<file path="src/touch_cal_pkg.sv">
/*
 touch calibration control: register indices, field layout, reset values,
 bus states and decode helpers.
 assumes a single clock domain; shared by the register bank and its timer.
*/
package touch_cal_pkg;
   localparam int ADDR_W = 8;
   localparam int BUS_W = 32;
   localparam int REG_W = 16;
   localparam int NUM_STAGES = 12;
   localparam int TMR_W = 10;
   localparam logic [5:0] IDX_CAL_EN = 6'h01;
   localparam logic [5:0] IDX_COMP_A = 6'h02;
   localparam logic [5:0] IDX_COMP_B = 6'h03;
   localparam logic [15:0] CAL_EN_RST = 16'h0000;
   localparam logic [15:0] COMP_A_RST = 16'h0ff0;
   localparam logic [15:0] COMP_B_RST = 16'h0164;
   localparam int FP_DROP_LSB = 12;
   localparam int LP_DROP_LSB = 14;
   localparam int FF_LSB = 0;
   localparam int FP_HOLD_LSB = 4;
   localparam int LP_HOLD_LSB = 8;
   localparam int TMO_LSB = 12;
   localparam int FORCE_BIT = 14;
   localparam int RESTART_BIT = 15;
   localparam int RECAL_LSB = 0;
   localparam int RATE_LSB = 8;
   localparam int SLOW_LSB = 14;
   localparam logic [3:0] FF_DROP_MAX = 4'hb;
   localparam int FP_HOLD_MUL = 16;
   localparam int LP_HOLD_MUL = 4;
   localparam int TMO_QUARTER = 4;
   localparam int TMO_BASE = 5;
   localparam logic [1:0] MODE_FULL = 2'h0;
   localparam logic [1:0] MODE_LOW = 2'h2;

   typedef enum logic [1:0] {BUS_IDLE = 2'b01, BUS_DONE = 2'b10} bus_state_e;

   // 3, 7, 15, 31
   function automatic logic [4:0] fp_drop(input logic [1:0] c);
      return 5'((6'h04 << c) - 6'h01);
   endfunction : fp_drop

   function automatic logic [4:0] lp_drop(input logic [1:0] c);
      return {3'h0, c};
   endfunction : lp_drop

   function automatic logic [TMR_W-1:0] hold_limit(input logic [3:0] c, input logic full);
      return full ? TMR_W'(TMR_W'(c) * TMR_W'(FP_HOLD_MUL)) : TMR_W'(TMR_W'(c) * TMR_W'(LP_HOLD_MUL));
   endfunction : hold_limit

   // quarters of the full power hold period: (5..8)/4 x count x 16
   function automatic logic [TMR_W-1:0] tmo_limit(input logic [3:0] c, input logic [1:0] m);
      return TMR_W'(TMR_W'(c) * TMR_W'(TMO_QUARTER) * (TMR_W'(m) + TMR_W'(TMO_BASE)));
   endfunction : tmo_limit
endpackage : touch_cal_pkg

</file>
<file path="src/cal_timer_if.sv">
/*
 carrier between the register bank and a sequence-count timer.
 assumes both ends run on the same clock.
*/
`timescale 1ns/1ps
interface cal_timer_if;
   import touch_cal_pkg::*;
   logic start;
   logic tick;
   logic [TMR_W-1:0] limit;
   logic active;
   logic expired;
   modport timer(input start, input tick, input limit, output active, output expired);
   modport user(output start, output tick, output limit, input active, input expired);
endinterface : cal_timer_if

</file>
<file path="src/cal_timer.sv">
/*
 sequence-count timer: start clears and arms on a nonzero limit, each tick counts one sequence,
 reaching the limit drops active and pulses expired for one cycle.
 assumes start and tick come from logic on clk_in.
*/
`timescale 1ns/1ps
module cal_timer (
   // clock and reset
   input wire logic clk_in,
   input wire logic nrst_in,
   // user side
   cal_timer_if.timer tif
);
   import touch_cal_pkg::*;

   typedef struct packed {
      logic [TMR_W-1:0] cnt;
      logic active;
      logic expired;
   } tmr_s;

   tmr_s s_r;
   tmr_s s_nxt;

   always_comb begin
      s_nxt = s_r;
      s_nxt.expired = 1'b0;
      if (tif.start) begin
         // a zero limit never arms: nothing to wait for
         s_nxt.cnt = '0;
         s_nxt.active = (tif.limit != '0);
      end else if (tif.tick && s_r.active) begin
         s_nxt.cnt = s_r.cnt + TMR_W'(1);
         if (s_r.cnt + TMR_W'(1) >= tif.limit) begin
            s_nxt.active = 1'b0;
            s_nxt.expired = 1'b1;
         end
      end
   end

   always_ff @(posedge clk_in) begin
      if (!nrst_in) begin
         s_r <= '0;
      end else begin
         s_r <= s_nxt;
      end
   end

   assign tif.active = s_r.active;
   assign tif.expired = s_r.expired;
endmodule : cal_timer

</file>
<file path="src/touch_calibration_control_regs.sv">
/*
 calibration and compensation control registers of a touch controller,
 with per-stage calibration gating, averaging drop decode, fast filter
 admission, calibration hold and full-to-low power timeout.
 assumes an avalon-mm master on clk_in and a conversion core on the same
 clock that pulses seq_done_in once per finished sequence.
*/
// The implementer's own choice: the Avalon-MM interface to the registers.
`timescale 1ns/1ps
// Functional notes
// - one calibration enable per stage, bits 0..11, all reset to disabled
// - full power averaging drop code 00..11 gives 3, 7, 15, 31 samples
// - low power averaging drop code 00..11 gives 0, 1, 2, 3 samples
// - fast filter drops that many sequences per admitted one, code capped at 1011
// - full power calibration hold lasts count times 16 sequences
// - low power calibration hold lasts count times 4 sequences
// - full to low timeout is 1.25, 1.5, 1.75 or 2 times full hold
// - forced calibration bit makes every stage up to the programmed count recalibrate while set
// - writing bit 15 restarts the sequence at stage zero, then self-clears
// - mode 00 is full power, mode 10 low power; others run nothing
// - only stages below programmed count plus one are converted and calibrated
module touch_calibration_control_regs (
   // clock and reset
   input wire logic clk_in,
   input wire logic nrst_in,
   // avalon-mm slave
   input wire logic [touch_cal_pkg::ADDR_W-1:0] address_in,
   input wire logic read_in,
   input wire logic write_in,
   input wire logic [touch_cal_pkg::BUS_W-1:0] writedata_in,
   input wire logic [3:0] byteenable_in,
   output logic [touch_cal_pkg::BUS_W-1:0] readdata_out,
   output logic waitrequest_out,
   // conversion core status
   input wire logic [1:0] power_mode_in,
   input wire logic [3:0] stage_count_in,
   input wire logic seq_done_in,
   input wire logic touch_in,
   // conversion core control
   output logic [touch_cal_pkg::NUM_STAGES-1:0] stage_cal_go_out,
   output logic [4:0] average_drop_out,
   output logic fifo_admit_out,
   output logic seq_restart_out,
   output logic cal_suspend_out,
   output logic lp_request_out,
   output logic [7:0] near_touch_recal_level_out,
   output logic [5:0] detection_rate_out,
   output logic [1:0] slow_average_update_level_out
);
   import touch_cal_pkg::*;

   typedef struct packed {
      bus_state_e state;
      logic [REG_W-1:0] cal_en;
      logic [REG_W-1:0] comp_a;
      logic [REG_W-1:0] comp_b;
      logic [REG_W-1:0] rdata;
      logic [3:0] ff_cnt;
      logic [1:0] mode_prev;
      logic [NUM_STAGES-1:0] go;
      logic [4:0] drop;
      logic admit;
      logic restart;
      logic susp;
   } regs_s;

   regs_s s_r;
   regs_s s_nxt;

   function automatic logic reg_sel(input logic [ADDR_W-1:0] a, input logic [5:0] idx);
      return (a[1:0] == 2'h0) && (a[ADDR_W-1:2] == idx);
   endfunction : reg_sel

   logic full;
   logic low;
   logic running;
   logic wr;
   logic [REG_W-1:0] wmask;
   logic [REG_W-1:0] rd_val;
   logic [3:0] ff_code;
   logic [NUM_STAGES-1:0] stage_mask;

   cal_timer_if hold_if ();
   cal_timer_if tmo_if ();

   assign full = (power_mode_in == MODE_FULL);
   assign low = (power_mode_in == MODE_LOW);
   assign running = full | low;
   assign wr = (s_r.state == BUS_DONE) && write_in;
   assign wmask = {{8{byteenable_in[1]}}, {8{byteenable_in[0]}}};
   // codes above the documented maximum behave as the maximum
   assign ff_code = (s_r.comp_a[FF_LSB+:4] > FF_DROP_MAX) ? FF_DROP_MAX : s_r.comp_a[FF_LSB+:4];

   // stage i takes part only if i <= programmed count
   genvar gi;
   generate
      for (gi = 0; gi < NUM_STAGES; gi++) begin : g_mask
         assign stage_mask[gi] = (4'(gi) <= stage_count_in);
      end
   endgenerate

   // hold restarts on every touched cycle, so it runs from release of touch
   assign hold_if.start = touch_in & running;
   assign hold_if.tick = seq_done_in & running;
   assign hold_if.limit = full ? hold_limit(s_r.comp_a[FP_HOLD_LSB+:4], 1'b1)
                               : hold_limit(s_r.comp_a[LP_HOLD_LSB+:4], 1'b0);

   // timeout rearms on touch and on entering full power, and is held cleared outside full power
   assign tmo_if.start = touch_in | ~full | (s_r.mode_prev != MODE_FULL);
   assign tmo_if.tick = seq_done_in & full;
   assign tmo_if.limit = tmo_limit(s_r.comp_a[FP_HOLD_LSB+:4], s_r.comp_a[TMO_LSB+:2]);

   cal_timer u_hold (
      .clk_in(clk_in),
      .nrst_in(nrst_in),
      .tif(hold_if.timer)
   );

   cal_timer u_tmo (
      .clk_in(clk_in),
      .nrst_in(nrst_in),
      .tif(tmo_if.timer)
   );

   always_comb begin
      rd_val = '0;
      if (reg_sel(address_in, IDX_CAL_EN)) begin
         rd_val = s_r.cal_en;
      end else if (reg_sel(address_in, IDX_COMP_A)) begin
         rd_val = s_r.comp_a;
      end else if (reg_sel(address_in, IDX_COMP_B)) begin
         rd_val = s_r.comp_b;
      end
   end

   always_comb begin
      s_nxt = s_r;
      s_nxt.admit = 1'b0;
      s_nxt.restart = 1'b0;
      s_nxt.mode_prev = power_mode_in;
      // one wait cycle: data is captured in idle and stands while done
      case (s_r.state)
         BUS_IDLE: begin
            if (read_in || write_in) begin
               s_nxt.state = BUS_DONE;
               s_nxt.rdata = rd_val;
            end
         end
         BUS_DONE: begin
            s_nxt.state = BUS_IDLE;
         end
         default: begin
            s_nxt.state = BUS_IDLE;
         end
      endcase
      if (wr && reg_sel(address_in, IDX_CAL_EN)) begin
         s_nxt.cal_en = (s_r.cal_en & ~wmask) | (writedata_in[REG_W-1:0] & wmask);
      end
      if (wr && reg_sel(address_in, IDX_COMP_A)) begin
         s_nxt.comp_a = (s_r.comp_a & ~wmask) | (writedata_in[REG_W-1:0] & wmask);
         // acted on at once, so the stored bit never reads back as one
         s_nxt.comp_a[RESTART_BIT] = 1'b0;
         s_nxt.restart = writedata_in[RESTART_BIT] & byteenable_in[1];
      end
      if (wr && reg_sel(address_in, IDX_COMP_B)) begin
         s_nxt.comp_b = (s_r.comp_b & ~wmask) | (writedata_in[REG_W-1:0] & wmask);
      end
      if (s_r.restart) begin
         s_nxt.ff_cnt = '0;
      end else if (seq_done_in && running) begin
         if (s_r.ff_cnt >= ff_code) begin
            s_nxt.admit = 1'b1;
            s_nxt.ff_cnt = '0;
         end else begin
            s_nxt.ff_cnt = s_r.ff_cnt + 4'h1;
         end
      end
      s_nxt.susp = running & (touch_in | hold_if.active);
      // forced calibration overrides both the enables and the hold
      if (running) begin
         s_nxt.go = ((s_r.cal_en[NUM_STAGES-1:0] & ~{NUM_STAGES{s_r.susp}})
                     | {NUM_STAGES{s_r.comp_a[FORCE_BIT]}}) & stage_mask;
      end else begin
         s_nxt.go = '0;
      end
      if (full) begin
         s_nxt.drop = fp_drop(s_r.cal_en[FP_DROP_LSB+:2]);
      end else if (low) begin
         s_nxt.drop = lp_drop(s_r.cal_en[LP_DROP_LSB+:2]);
      end else begin
         s_nxt.drop = '0;
      end
   end

   always_ff @(posedge clk_in) begin
      if (!nrst_in) begin
         s_r.state <= BUS_IDLE;
         s_r.cal_en <= CAL_EN_RST;
         s_r.comp_a <= COMP_A_RST;
         s_r.comp_b <= COMP_B_RST;
         s_r.rdata <= '0;
         s_r.ff_cnt <= '0;
         s_r.mode_prev <= MODE_FULL;
         s_r.go <= '0;
         s_r.drop <= '0;
         s_r.admit <= 1'b0;
         s_r.restart <= 1'b0;
         s_r.susp <= 1'b0;
      end else begin
         s_r <= s_nxt;
      end
   end

   assign waitrequest_out = (read_in || write_in) && (s_r.state != BUS_DONE);
   assign readdata_out = {{(BUS_W-REG_W){1'b0}}, s_r.rdata};
   assign stage_cal_go_out = s_r.go;
   assign average_drop_out = s_r.drop;
   assign fifo_admit_out = s_r.admit;
   assign seq_restart_out = s_r.restart;
   assign cal_suspend_out = s_r.susp;
   assign lp_request_out = tmo_if.expired;
   assign near_touch_recal_level_out = s_r.comp_b[RECAL_LSB+:8];
   assign detection_rate_out = s_r.comp_b[RATE_LSB+:6];
   assign slow_average_update_level_out = s_r.comp_b[SLOW_LSB+:2];
endmodule : touch_calibration_control_regs

</file>
<file path="config.mk">
export PLATFORM = sky130hd
export DESIGN_NAME = touch_calibration_control_regs
export DESIGN_NICKNAME = d
export VERILOG_FILES = /design/src/touch_cal_pkg.sv /design/src/cal_timer_if.sv /design/src/cal_timer.sv /design/src/touch_calibration_control_regs.sv
export SDC_FILE = /design/constraint.sdc
export NUM_CORES = 1
export LEC_CHECK = 0
export BUFFER_PORTS_ARGS = -buffer_cell sky130_fd_sc_hd__buf_4
export CAP_MARGIN = 20
export CORE_MARGIN = 2
export CORE_UTILIZATION = 56
export DETAILED_ROUTE_END_ITERATION = 10
export PLACE_DENSITY_LB_ADDON = 0.3
export SLEW_MARGIN = 20
export SYNTH_ARGS = -nofsm -noshare
export SYNTH_HDL_FRONTEND = slang
export SYNTH_SLANG_ARGS = --single-unit
export TNS_END_PERCENT = 50
</file>
<file path="constraint.sdc">
create_clock -name clk_in -period 5.2 [get_ports clk_in]
set_input_delay 1.3 -clock clk_in [delete_from_list [all_inputs] [get_ports clk_in]]
set_output_delay 1.3 -clock clk_in [all_outputs]
set_load 0.02 [all_outputs]
</file>
==> run summary, run 1 <==
Via count of the first global-routing pass: 4768
Worst clock skew: 6.279 ps
Wire length of the first global-routing pass: 23460 microns
Clock net sink count: 114
Layout cell share with drive strength beyond 1: 0.2045
Total via count after detailed routing: 4978
Final max-slew violation count: 0
Kind of start point of the critical path: register
Minimum period implied by the final worst setup slack: 4084 ps
Combinational Power Share: 0.056
Number of fill cells: 877
Overall die height: 110.3 microns
Drt pass-1 iters: 5
Weighted congestion reported at the end of routability-driven placement: 0.9256
Leading area contributor after synthesis: dfxtp_1
Pin count of the biggest net entering global routing: 54
Flip-flop and latch count after synthesis: 114
Total number of placement rows: 38
Die width: 110.3 microns
Post-CTS Setup Repair Bufs: 0
CORE AREA: 10940 sq um
Kind of end point of the critical path: register
Yosys cell types: 52
Gate Count Post-Synth: 711
Overall fraction of global-route tracks in use: 0.2525
Clock latency at the later pin of the worst-skew pair: 420 ps
Average size of a mapped cell: 8.892 sq um
Post-cts gate resize count: 0
Highest achievable clock rate: 244.8 MHz
Power density over the cells: 315.3 nW/um^2
Final setup fails: 0
Count of flip-flops with a built-in enable after synthesis: 0
Worst VDD drop: 262.6 uV
Switching component of the power: 489.2 uW
Status: finished, final reports clean
Transition time at the pin with the least slew margin: 901.3 ps
RSZ-0062 raised after global routing: no
Number of hold-slack violations in the final timing report: 0
Post-synthesis to final-layout area growth: 14.94%
Summed negative setup slack over all endpoints: 0 ps
Count of antenna-violating nets left after detailed routing: 0
Static Leakage: 0.003224 uW
Starting DRT DRC Count: 197
Proportion of netlist area held by the largest area contributor: 0.3610
Post-route DRC: 0
Part of the power in the clock network: 0.557
Routed len/inst: 16.29 microns
Total Power Consumption: 2292 uW
Worst Path Arrival: 4450 ps
Count of input and output buffers: 91
Maximum fanout count along the critical path: 7
Most used flip-flop cell after synthesis: dfxtp_1
Clock slew at the register clock pins of the worst setup and hold paths: 50 ps
Routed wire length: 14550 microns
Internal reg-to-reg setup slack: 1120 ps
Ranking of synthesized cells by area: dfxtp_1 36%, mux2i_1 7.9%, buf_4 7.8%, ha_1 7.1%, nor2_1 4.2%
TritonCTS clock tree: yes
Number of buffers created by CTS: 17
Most common cell in the synthesized netlist: dfxtp_1
Number of placed instances with taps included: 861
Headroom to the max-slew limit: 0.3965
Internal power: 1802 uW
Count of maximum capacitance violations: 0
Top Ports: 126
Fraction of the yosys area taken by sequential cells: 0.3610
Number of antenna violations at the first check in global routing: 0
Vias per inst: 5.574
Worst min-delay path class: register to register
Max H-tree Level: 4
Number of hold buffers added after CTS: 0
Initial cell density of the core: 0.5781
Nets@finish: 835
Aggregate global routing overflow: 0
Ratio of final minimum period to clock period: 0.7854
Seq pwr share: 0.387
Netlist area before placement: 6322 sq um
Post-synth ARST share: 0
Top cell types by occurrence after synthesis: 114 x dfxtp_1, 70 x nor2_1, 66 x buf_4, 60 x nand2_1, 50 x mux2i_1
Number of standard cells in the final layout excluding fillers: 893
Sw Ratio: 0.2135
Yosys warns: 0
Critical Setup Path Class: register to register
Clock Tree Buf Depth: 2
Number of antenna diodes: 0
Clock Root Buffer: clkbuf_16
Post-detail-place hpwl: 10420 microns
Area enclosed by the die boundary: 12160 sq um
Required time of the critical path: 5560 ps
==> power groups by stage <==
stage	Clock [uW]	Sequential, uW	Combinational (uW)
6_report	1280	886	128
5_1_grt	1330	886	139
4_1_cts	1290	886	127
3_5_place_dp	0	904	126
3_3_place_gp	0	904	123
2_1_floorplan	0	904	92.2
==> layout make-up <==
type / instances / area, sq um / share of cell area
Clock buffer: 24 / 511.7 / 0.07042
Clock inverter: 8 / 146.4 / 0.02014
Inverter: 21 / 78.83 / 0.01085
Multi-Input combinational cell: 494 / 3382 / 0.4654
Sequential cell: 114 / 2282 / 0.3140
Tap cell: 140 / 175.2 / 0.02410
Timing Repair Buffer: 92 / 690.7 / 0.09504
==> layer usage <==
metal | global-route usage | vias to the layer above | share of wire
li1 | - | 2424 | -
met1 | 0.3099 | 2371 | 0.43
met2 | 0.4163 | 158 | 0.48
met3 | 0.07819 | 25 | 0.060
met4 | 0.09464 | 0 | 0.022
met5 | 0 | - | 0
==> cells by family after synthesis <==
kind of cell	after synthesis	synth area share
buffers and inverters	119	0.1136
muxes	66	0.1077
other	1	0.0005931
AOI/OAI and AO/OA	102	0.09895
and+or+nand+nor	237	0.1918
xor gates and xnor gates	33	0.04571
DFF	114	0.3610
adders and majority gates	39	0.08074
==> worst max-delay path, stage by stage, from the launching register on <==
cell and delay, ps:
dfxtp_1 450, ha_1 320, mux2_2 360, ha_1 300, fa_1 520, ha_1 310, a211oi_1 310, o21ai_0 140
a21oi_1 190, xnor2_1 110, inv_1 70, ha_1 250, a21oi_1 160, o21ai_0 130, o31ai_1 240, o311a_1 190
==> path summary, 6_finish.rpt <==
path | from | end | depth (start not counted)
hold / removal | readdata_out[0] | readdata_out[0] | 2
setup / recovery | register | u_tmo.tif.active | 15
setup reg to reg | register | u_tmo.tif.active | 15
hold reg to reg | readdata_out[0] | readdata_out[0] | 2
==> cell usage in the layout, fill, tap and decap left out, types with 8 or more instances in the layout <==
cell type,instances
a21oi_1,49
a22o_1,15
buf_4,92
clkbuf_16,17
conb_1,17
dfxtp_1,114
ha_1,36
inv_1,20
mux2_2,16
mux2i_1,50
nand2_1,60
nand3_1,30
nor2_1,70
nor2b_1,8
nor3_1,18
o21ai_0,16
xnor2_1,16
xor2_1,17
==> stage by stage <==
stage          cell area (sq um)  worst slack (ps)    util  hold slack, ps
2_1_floorplan               6382              1525       -           432.3
3_3_place_gp                6609              1298  0.6043           441.2
3_5_place_dp                6609              1187  0.6043           446.6
4_1_cts                     7267              1086  0.6645           454.5
5_1_grt                     7267             761.4  0.6645           468.2
6_report                    7267              1116  0.6645           451.7
(Power assumes the default switching activity.)
==> inputs of run 2 (changes only) <==
==> constraint.sdc (replaced) <==
create_clock -name clk_in -period 3.9 [get_ports clk_in]
set_input_delay 0.975 -clock clk_in [delete_from_list [all_inputs] [get_ports clk_in]]
set_output_delay 0.975 -clock clk_in [all_outputs]
set_load 0.02 [all_outputs]
==> run 2 against run 1 <==
Utilization up 0.26 points. Worst setup slack got worse by 940 ps. Maximum frequency increased by 9.7%. Via count fell by 1.7%. Highest routed layer unchanged.
==> run summary, run 2 (synthesized netlist as in run 1, its figures left out) <==
Status: finished, final reports clean
Worst hold start: readdata_out[11]
Post-synthesis to final-layout area growth: 15.40%
Count of maximum capacitance violations: 0 (unchanged)
Part of the power in the clock network: 0.540 (-0.017)
Seq pwr share: 0.401 (+0.014)
Pin count of the biggest net entering global routing: 54 (unchanged)
Pre-CTS WS: 130.5 ps (-1056 ps)
Wire length of the first global-routing pass: 23290 microns (-0.71%)
Total number of placement rows: 38 (unchanged)
Kind of end point of the critical path: register
Total via count after detailed routing: 4892 (-1.7%)
Switching component of the power: 657.6 uW (+34%)
Layout cell share with drive strength beyond 1: 0.2153 (+0.01081)
Summed negative setup slack over all endpoints: 0 ps (unchanged)
Transition time at the pin with the least slew margin: 908.7 ps (+7.328 ps)
Area enclosed by the die boundary: 12160 sq um (unchanged)
Max H-tree Level: 4 (unchanged)
Power density over the cells: 403.6 nW/um^2 (+28%)
Number of buffers created by CTS: 17 (unchanged)
Final Util: 0.6672 (+0.002631)
Post-route DRC: 0 (unchanged)
Combinational Power Share: 0.058 (+0.002)
Clock net sink count: 114 (unchanged)
Number of placed instances with taps included: 866 (+0.58%)
Ratio of final minimum period to clock period: 0.9545 (+0.1691)
Critical Setup Path Class: register to register
Number of antenna diodes: 0 (unchanged)
GRT met2 Usage: 0.4224 (+0.006135)
Number of hold-slack violations in the final timing report: 0 (unchanged)
Post-route design area: 7296 sq um (+0.40%)
Top Ports: 126 (unchanged)
Overall fraction of global-route tracks in use: 0.2497 (-0.002796)
Kind of start point of the critical path: register
Vias per inst: 5.454 (-2.2%)
Most used routing layer in global routing: met2
Worst-case setup margin in the final layout: 177.5 ps (-938.4 ps)
Die width: 110.3 microns (unchanged)
Via count of the first global-routing pass: 4785 (+0.36%)
Minimum period implied by the final worst setup slack: 3723 ps (-361.6 ps)
Number of antenna violations at the first check in global routing: 0 (unchanged)
Routed len/inst: 16.16 microns (-0.81%)
Post-detail-place hpwl: 10590 microns (+1.7%)
Maximum fanout count along the critical path: 2 (-5)
Drt pass-1 iters: 5 (unchanged)
Aggregate global routing overflow: 0 (unchanged)
TritonCTS clock tree: yes
CORE AREA: 10940 sq um (unchanged)
Headroom to the max-slew limit: 0.3933 (-0.003136)
Count of antenna-violating nets left after detailed routing: 0 (unchanged)
Clock slew at the register clock pins of the worst setup and hold paths: 50 ps (about the same)
Weighted congestion reported at the end of routability-driven placement: 0.9100 (-1.7%)
M3 GR Usage: 0.05350 (-0.02469)
Storage element area: 2283 sq um (about the same)
Sw Ratio: 0.2233 (+0.009809)
Clock latency at the later pin of the worst-skew pair: 410 ps (about the same)
Starting DRT DRC Count: 239 (+21%)
Depth of the worst hold-timing path: 2 (unchanged)
Critical register-to-register path endpoint: u_tmo.tif.active
Routed wire length: 14490 microns (-0.36%)
Overall die height: 110.3 microns (unchanged)
Clock Tree Buf Depth: 2 (unchanged)
Combined area of the multi-input logic cells: 3425 sq um (+1.3%)
Most common cell after layout, fill and taps aside: dfxtp_1
Worst min-delay path class: register to register
Static Leakage: 0.003215 uW (-0.28%)
Standard cell area after detailed placement: 6646 sq um (+0.57%)
Number of cells on the worst reg-to-reg path: 16 (+1)
Met1 Resource Use GR: 0.3103 (+0.0004184)
Number of standard cells in the final layout excluding fillers: 897 (+0.45%)
Final max-slew violation count: 0 (unchanged)
Final setup fails: 0 (unchanged)
Worst VDD drop: 359.2 uV (+37%)
Initial cell density of the core: 0.5781 (unchanged)
Count of input and output buffers: 91 (unchanged)
Worst clock skew: 8.263 ps (+1.984 ps)
Number of hold buffers added after CTS: 0 (unchanged)
End point of the worst hold path: readdata_out[11]
Number of fill cells: 900 (+2.6%)
Nets@finish: 840 (+0.60%)
Top library cells by usage in the layout, fill and taps aside: 113 x dfxtp_1, 97 x buf_4, 70 x nor2_1, 60 x nand2_1, 50 x mux2i_1
RSZ-0062 raised after global routing: no
Clock Root Buffer: clkbuf_16
Required time of the critical path: 4250 ps (-1310 ps)
Highest achievable clock rate: 268.6 MHz (+9.7%)
Internal reg-to-reg setup slack: 180 ps (-940 ps)
Internal power: 2287 uW (+27%)
Worst Path Arrival: 4080 ps (-370 ps)
## run 2: per-stage QoR
stage | hold slack (ps) | total power, uW
4_1_cts | 452.4 | 2954
5_1_grt | 466.9 | 3028
2_1_floorplan | 432.3 | 1328
3_3_place_gp | 441.0 | 1369
3_5_place_dp | 446.9 | 1374
6_report | 452.2 | 2945
## run 2: worst max path at each step
stage          slack [ps]  startpoint               end
3_5_place_dp          130    register  u_tmo.tif.active
4_1_cts                50    register  u_tmo.tif.active
5_1_grt                 3    register  u_tmo.tif.active
2_1_floorplan         230    register  u_tmo.tif.active
6_report              180    register  u_tmo.tif.active
3_3_place_gp          210    register  u_tmo.tif.active
## run 2: layout make-up
type                       instances  area share
multi-input combinational        494      0.4694
tap                              140     0.02401
inverter                          21     0.01080
clock inverter                     8     0.01749
sequential                       114      0.3130
clock buffer                      23     0.06551
timing repair buffer              97     0.09981
## run 2: metal layers
metal / part of all wire / up-vias
li1: - / 2422
met1: 0.44 / 2319
met2: 0.49 / 131
met3: 0.051 / 20
met4: 0.022 / 0
met5: 0 / -
## run 2: critical path, cell delays in order, from the launching register on
cell and delay, ps:
dfxtp_1 340, ha_2 190, mux2_2 330, ha_1 290
fa_1 550, inv_1 70, fa_2 390, nor2b_1 140
o21ai_0 100, nand2_1 120, xor2_2 170, inv_1 70
ha_1 290, nand2_1 60, o21ai_0 90, o31ai_1 270
o311a_1 200
## run 2: power by group through the flow
stage / registers, uW / logic, uW / clock network [uW]
5_1_grt: 1180 / 187 / 1660
6_report: 1180 / 172 / 1590
3_3_place_gp: 1210 / 164 / 0
4_1_cts: 1180 / 170 / 1600
2_1_floorplan: 1200 / 123 / 0
3_5_place_dp: 1210 / 168 / 0
## run 2: repair_timing
item / in CTS / in global routing
gates resized for setup: 0 / 7
setup buffers: 0 / 0
endpoints found under the setup margin: 0 / 2
==> inputs of run 3 (changes only) <==
--- a/config.mk
+++ b/config.mk
@@ -6,9 +6,8 @@
 export NUM_CORES = 1
 export LEC_CHECK = 0
 export BUFFER_PORTS_ARGS = -buffer_cell sky130_fd_sc_hd__buf_4
-export CAP_MARGIN = 20
 export CORE_MARGIN = 2
-export CORE_UTILIZATION = 56
+export CORE_UTILIZATION = 60
 export DETAILED_ROUTE_END_ITERATION = 10
 export PLACE_DENSITY_LB_ADDON = 0.3
 export SLEW_MARGIN = 20
==> constraint.sdc (replaced) <==
create_clock -name clk_in -period 4.8 [get_ports clk_in]
set_input_delay 1.2 -clock clk_in [delete_from_list [all_inputs] [get_ports clk_in]]
set_output_delay 1.2 -clock clk_in [all_outputs]
set_load 0.02 [all_outputs]
==> run 3 against run 2 <==
Non-clock buffer count decreased by 5. Count of clock-buffer cells in the layout down 2. Largest power group unchanged. Worst setup slack better by 540 ps. Clock skew grew 1.3 ps. Power decreased by 22%. Register-to-register slack improved by 540 ps.
==> run summary, run 3 (synthesized netlist as in run 1, its figures left out) <==
Routed len/inst: 16.44 microns (+1.7%)
Seq pwr share: 0.420 (+0.019)
Critical Setup Path Class: register to register
Worst Path Arrival: 4500 ps (+420 ps)
Count of antenna-violating nets left after detailed routing: 0 (unchanged)
Headroom to the max-slew limit: 0.4099 (+0.01652)
Count of maximum capacitance violations: 0 (unchanged)
Number of antenna diodes: 0 (unchanged)
Switching component of the power: 525.3 uW (-20%)
Static Leakage: 0.003168 uW (-1.5%)
Most common cell after layout, fill and taps aside: dfxtp_1
Final setup fails: 0 (unchanged)
Final max-slew violation count: 0 (unchanged)
Layout cell share with drive strength beyond 1: 0.2021 (-0.01320)
Pin count of the biggest net entering global routing: 54 (unchanged)
Kind of end point of the critical path: register
Standard cell area after detailed placement: 6604 sq um (-0.64%)
Wire length of the first global-routing pass: 23530 microns (+1.0%)
Worst VDD drop: 210.3 uV (-41%)
Drt pass-1 iters: 5 (unchanged)
Kind of start point of the critical path: register
Number of buffers created by CTS: 17 (unchanged)
Die width: 106.7 microns (-3.3%)
Number of hold buffers added after CTS: 0 (unchanged)
Highest achievable clock rate: 244.7 MHz (-8.9%)
Routed wire length: 14600 microns (+0.72%)
Number of antenna violations at the first check in global routing: 0 (unchanged)
Post-cts gate resize count: 0 (unchanged)
Pre-CTS WS: 730.0 ps (+599.5 ps)
Cell occurring most often along the worst timing path: ha_1
Aggregate global routing overflow: 0 (unchanged)
Worst hold start: readdata_out[3]
Post-CTS Setup Repair Bufs: 0 (unchanged)
Top library cells by usage in the layout, fill and taps aside: 114 x dfxtp_1, 92 x buf_4, 70 x nor2_1, 60 x nand2_1, 50 x mux2i_1
Maximum fanout count along the critical path: 7 (+5)
Total number of placement rows: 37 (-2.6%)
Nets@finish: 835 (-0.60%)
Starting DRT DRC Count: 280 (+17%)
Count of input and output buffers: 91 (unchanged)
Total via count after detailed routing: 4990 (+2.0%)
Post-route design area: 7163 sq um (-1.8%)
Clock net sink count: 114 (unchanged)
Clock latency at the later pin of the worst-skew pair: 530 ps (+120 ps)
Slowest library cell on the worst path: fa_1
Transition time at the pin with the least slew margin: 883.9 ps (-24.74 ps)
Clock Tree Buf Depth: 2 (unchanged)
Peak per-stage delay on the critical path: 580 ps (+30 ps)
Critical register-to-register path endpoint: u_tmo.tif.active
End point of the worst hold path: readdata_out[3]
Internal power: 1760 uW (-23%)
Initial cell density of the core: 0.6152 (+0.03702)
Vias per inst: 5.619 (+3.0%)
Overall fraction of global-route tracks in use: 0.2651 (+0.01540)
Overall die height: 106.7 microns (-3.3%)
RSZ-0062 raised after global routing: no
Combinational Power Share: 0.061 (+0.003)
Depth of the worst hold-timing path: 2 (unchanged)
Clock Root Buffer: clkbuf_8
Part of the power in the clock network: 0.519 (-0.021)
Max H-tree Level: 4 (unchanged)
Number of cells on the worst reg-to-reg path: 16 (unchanged)
Cell breakdown of the critical path: ha_1, mux2_2, ha_1, fa_1, inv_1, fa_1, nor2b_1, o21ai_0, nand2_1, xor2_1, inv_1, ha_1, nand4_1, a21oi_1, o31ai_1, o311a_1
Internal reg-to-reg setup slack: 710 ps (+540 ps)
Worst clock skew: 9.547 ps (+1.284 ps)
TritonCTS clock tree: yes
Required time of the critical path: 5210 ps (+960 ps)
Minimum period implied by the final worst setup slack: 4086 ps (+363.4 ps)
Area enclosed by the die boundary: 11370 sq um (-6.4%)
Sw Ratio: 0.2299 (+0.006567)
Power density over the cells: 319.0 nW/um^2 (-21%)
Worst min-delay path class: register to register
Status: finished, final reports clean
Post-route DRC: 0 (unchanged)
Post-detail-place hpwl: 10430 microns (-1.5%)
Weighted congestion reported at the end of routability-driven placement: 0.8066 (-11%)
Number of hold-slack violations in the final timing report: 0 (unchanged)
Summed negative setup slack over all endpoints: 0 ps (unchanged)
Clock slew at the register clock pins of the worst setup and hold paths: 60 ps (about the same)
Ratio of final minimum period to clock period: 0.8512 (-0.1033)
Post-synthesis to final-layout area growth: 13.30%
Worst-case setup margin in the final layout: 714.1 ps (+536.6 ps)
Via count of the first global-routing pass: 4865 (+1.7%)
Top Ports: 126 (unchanged)
CORE AREA: 10280 sq um (-6.0%)
## run 3: cell types whose count changed in the layout (fill, tap and decap cells not counted), moves of 2 or more
cell,previous run,this run
ha_1,33,36
clkinv_4,2,0
clkinv_2,1,4
buf_4,97,92
ha_4,2,0
clkinvlp_4,2,4
## run 3: power groups by stage
| stage | Clock [uW] | Sequential (uW) | Combinational [uW] |
|---|---|---|---|
| after floorplan | 0 | 979 | 99.8 |
| after global placement | 0 | 979 | 134 |
| after detailed placement | 0 | 979 | 137 |
| after CTS | 1190 | 959 | 139 |
| after global routing | 1240 | 960 | 152 |
| final | 1190 | 959 | 140 |
## run 3: layer usage
metal | track usage | share of wire | up-vias
met5 | 0 | 0 | -
met4 | 0.1076 | 0.022 | 0
met3 | 0.06079 | 0.054 | 29
met2 | 0.4650 | 0.51 | 160
met1 | 0.3121 | 0.41 | 2379
li1 | - | - | 2422
## run 3: how the worst max path moves through the flow
stage | slack [ps] | end
after floorplan | 1130 | u_tmo.tif.active
after global placement | 920 | u_tmo.tif.active
after detailed placement | 730 | u_tmo.tif.active
after CTS | 700 | u_tmo.tif.active
after global routing | 430 | u_tmo.tif.active
final | 710 | u_tmo.tif.active
## run 3: final cells by class
cell class | instances | area [sq um]
Multi-Input combinational cell | 494 | 3382
Fill cell | 799 | 3114
Sequential cell | 114 | 2282
Timing Repair Buffer | 92 | 690.7
Clock buffer | 21 | 449.2
Tap cell | 136 | 170.2
Clock inverter | 10 | 110.1
Inverter | 21 | 78.83
## run 3: metrics by stage
stage	util	cells	hold slack, ps	power [uW]
after floorplan	-	727	432.3	1079
after global placement	0.6426	857	442.4	1113
after detailed placement	0.6426	857	446.7	1117
after CTS	0.6970	888	454.0	2289
after global routing	0.6970	888	471.3	2349
final	0.6970	888	449.9	2285
## run 3: critical path, delay by kind of cell (launching register included)
kind                       cells  cell delay (ps)
adders and majority gates      5             1970
AOI/OAI and AO/OA              4              510
DFF                            1              450
muxes                          1              380
and+or+nand+nor                3              310
xor gates and xnor gates       1              210
buffers and inverters          2              140
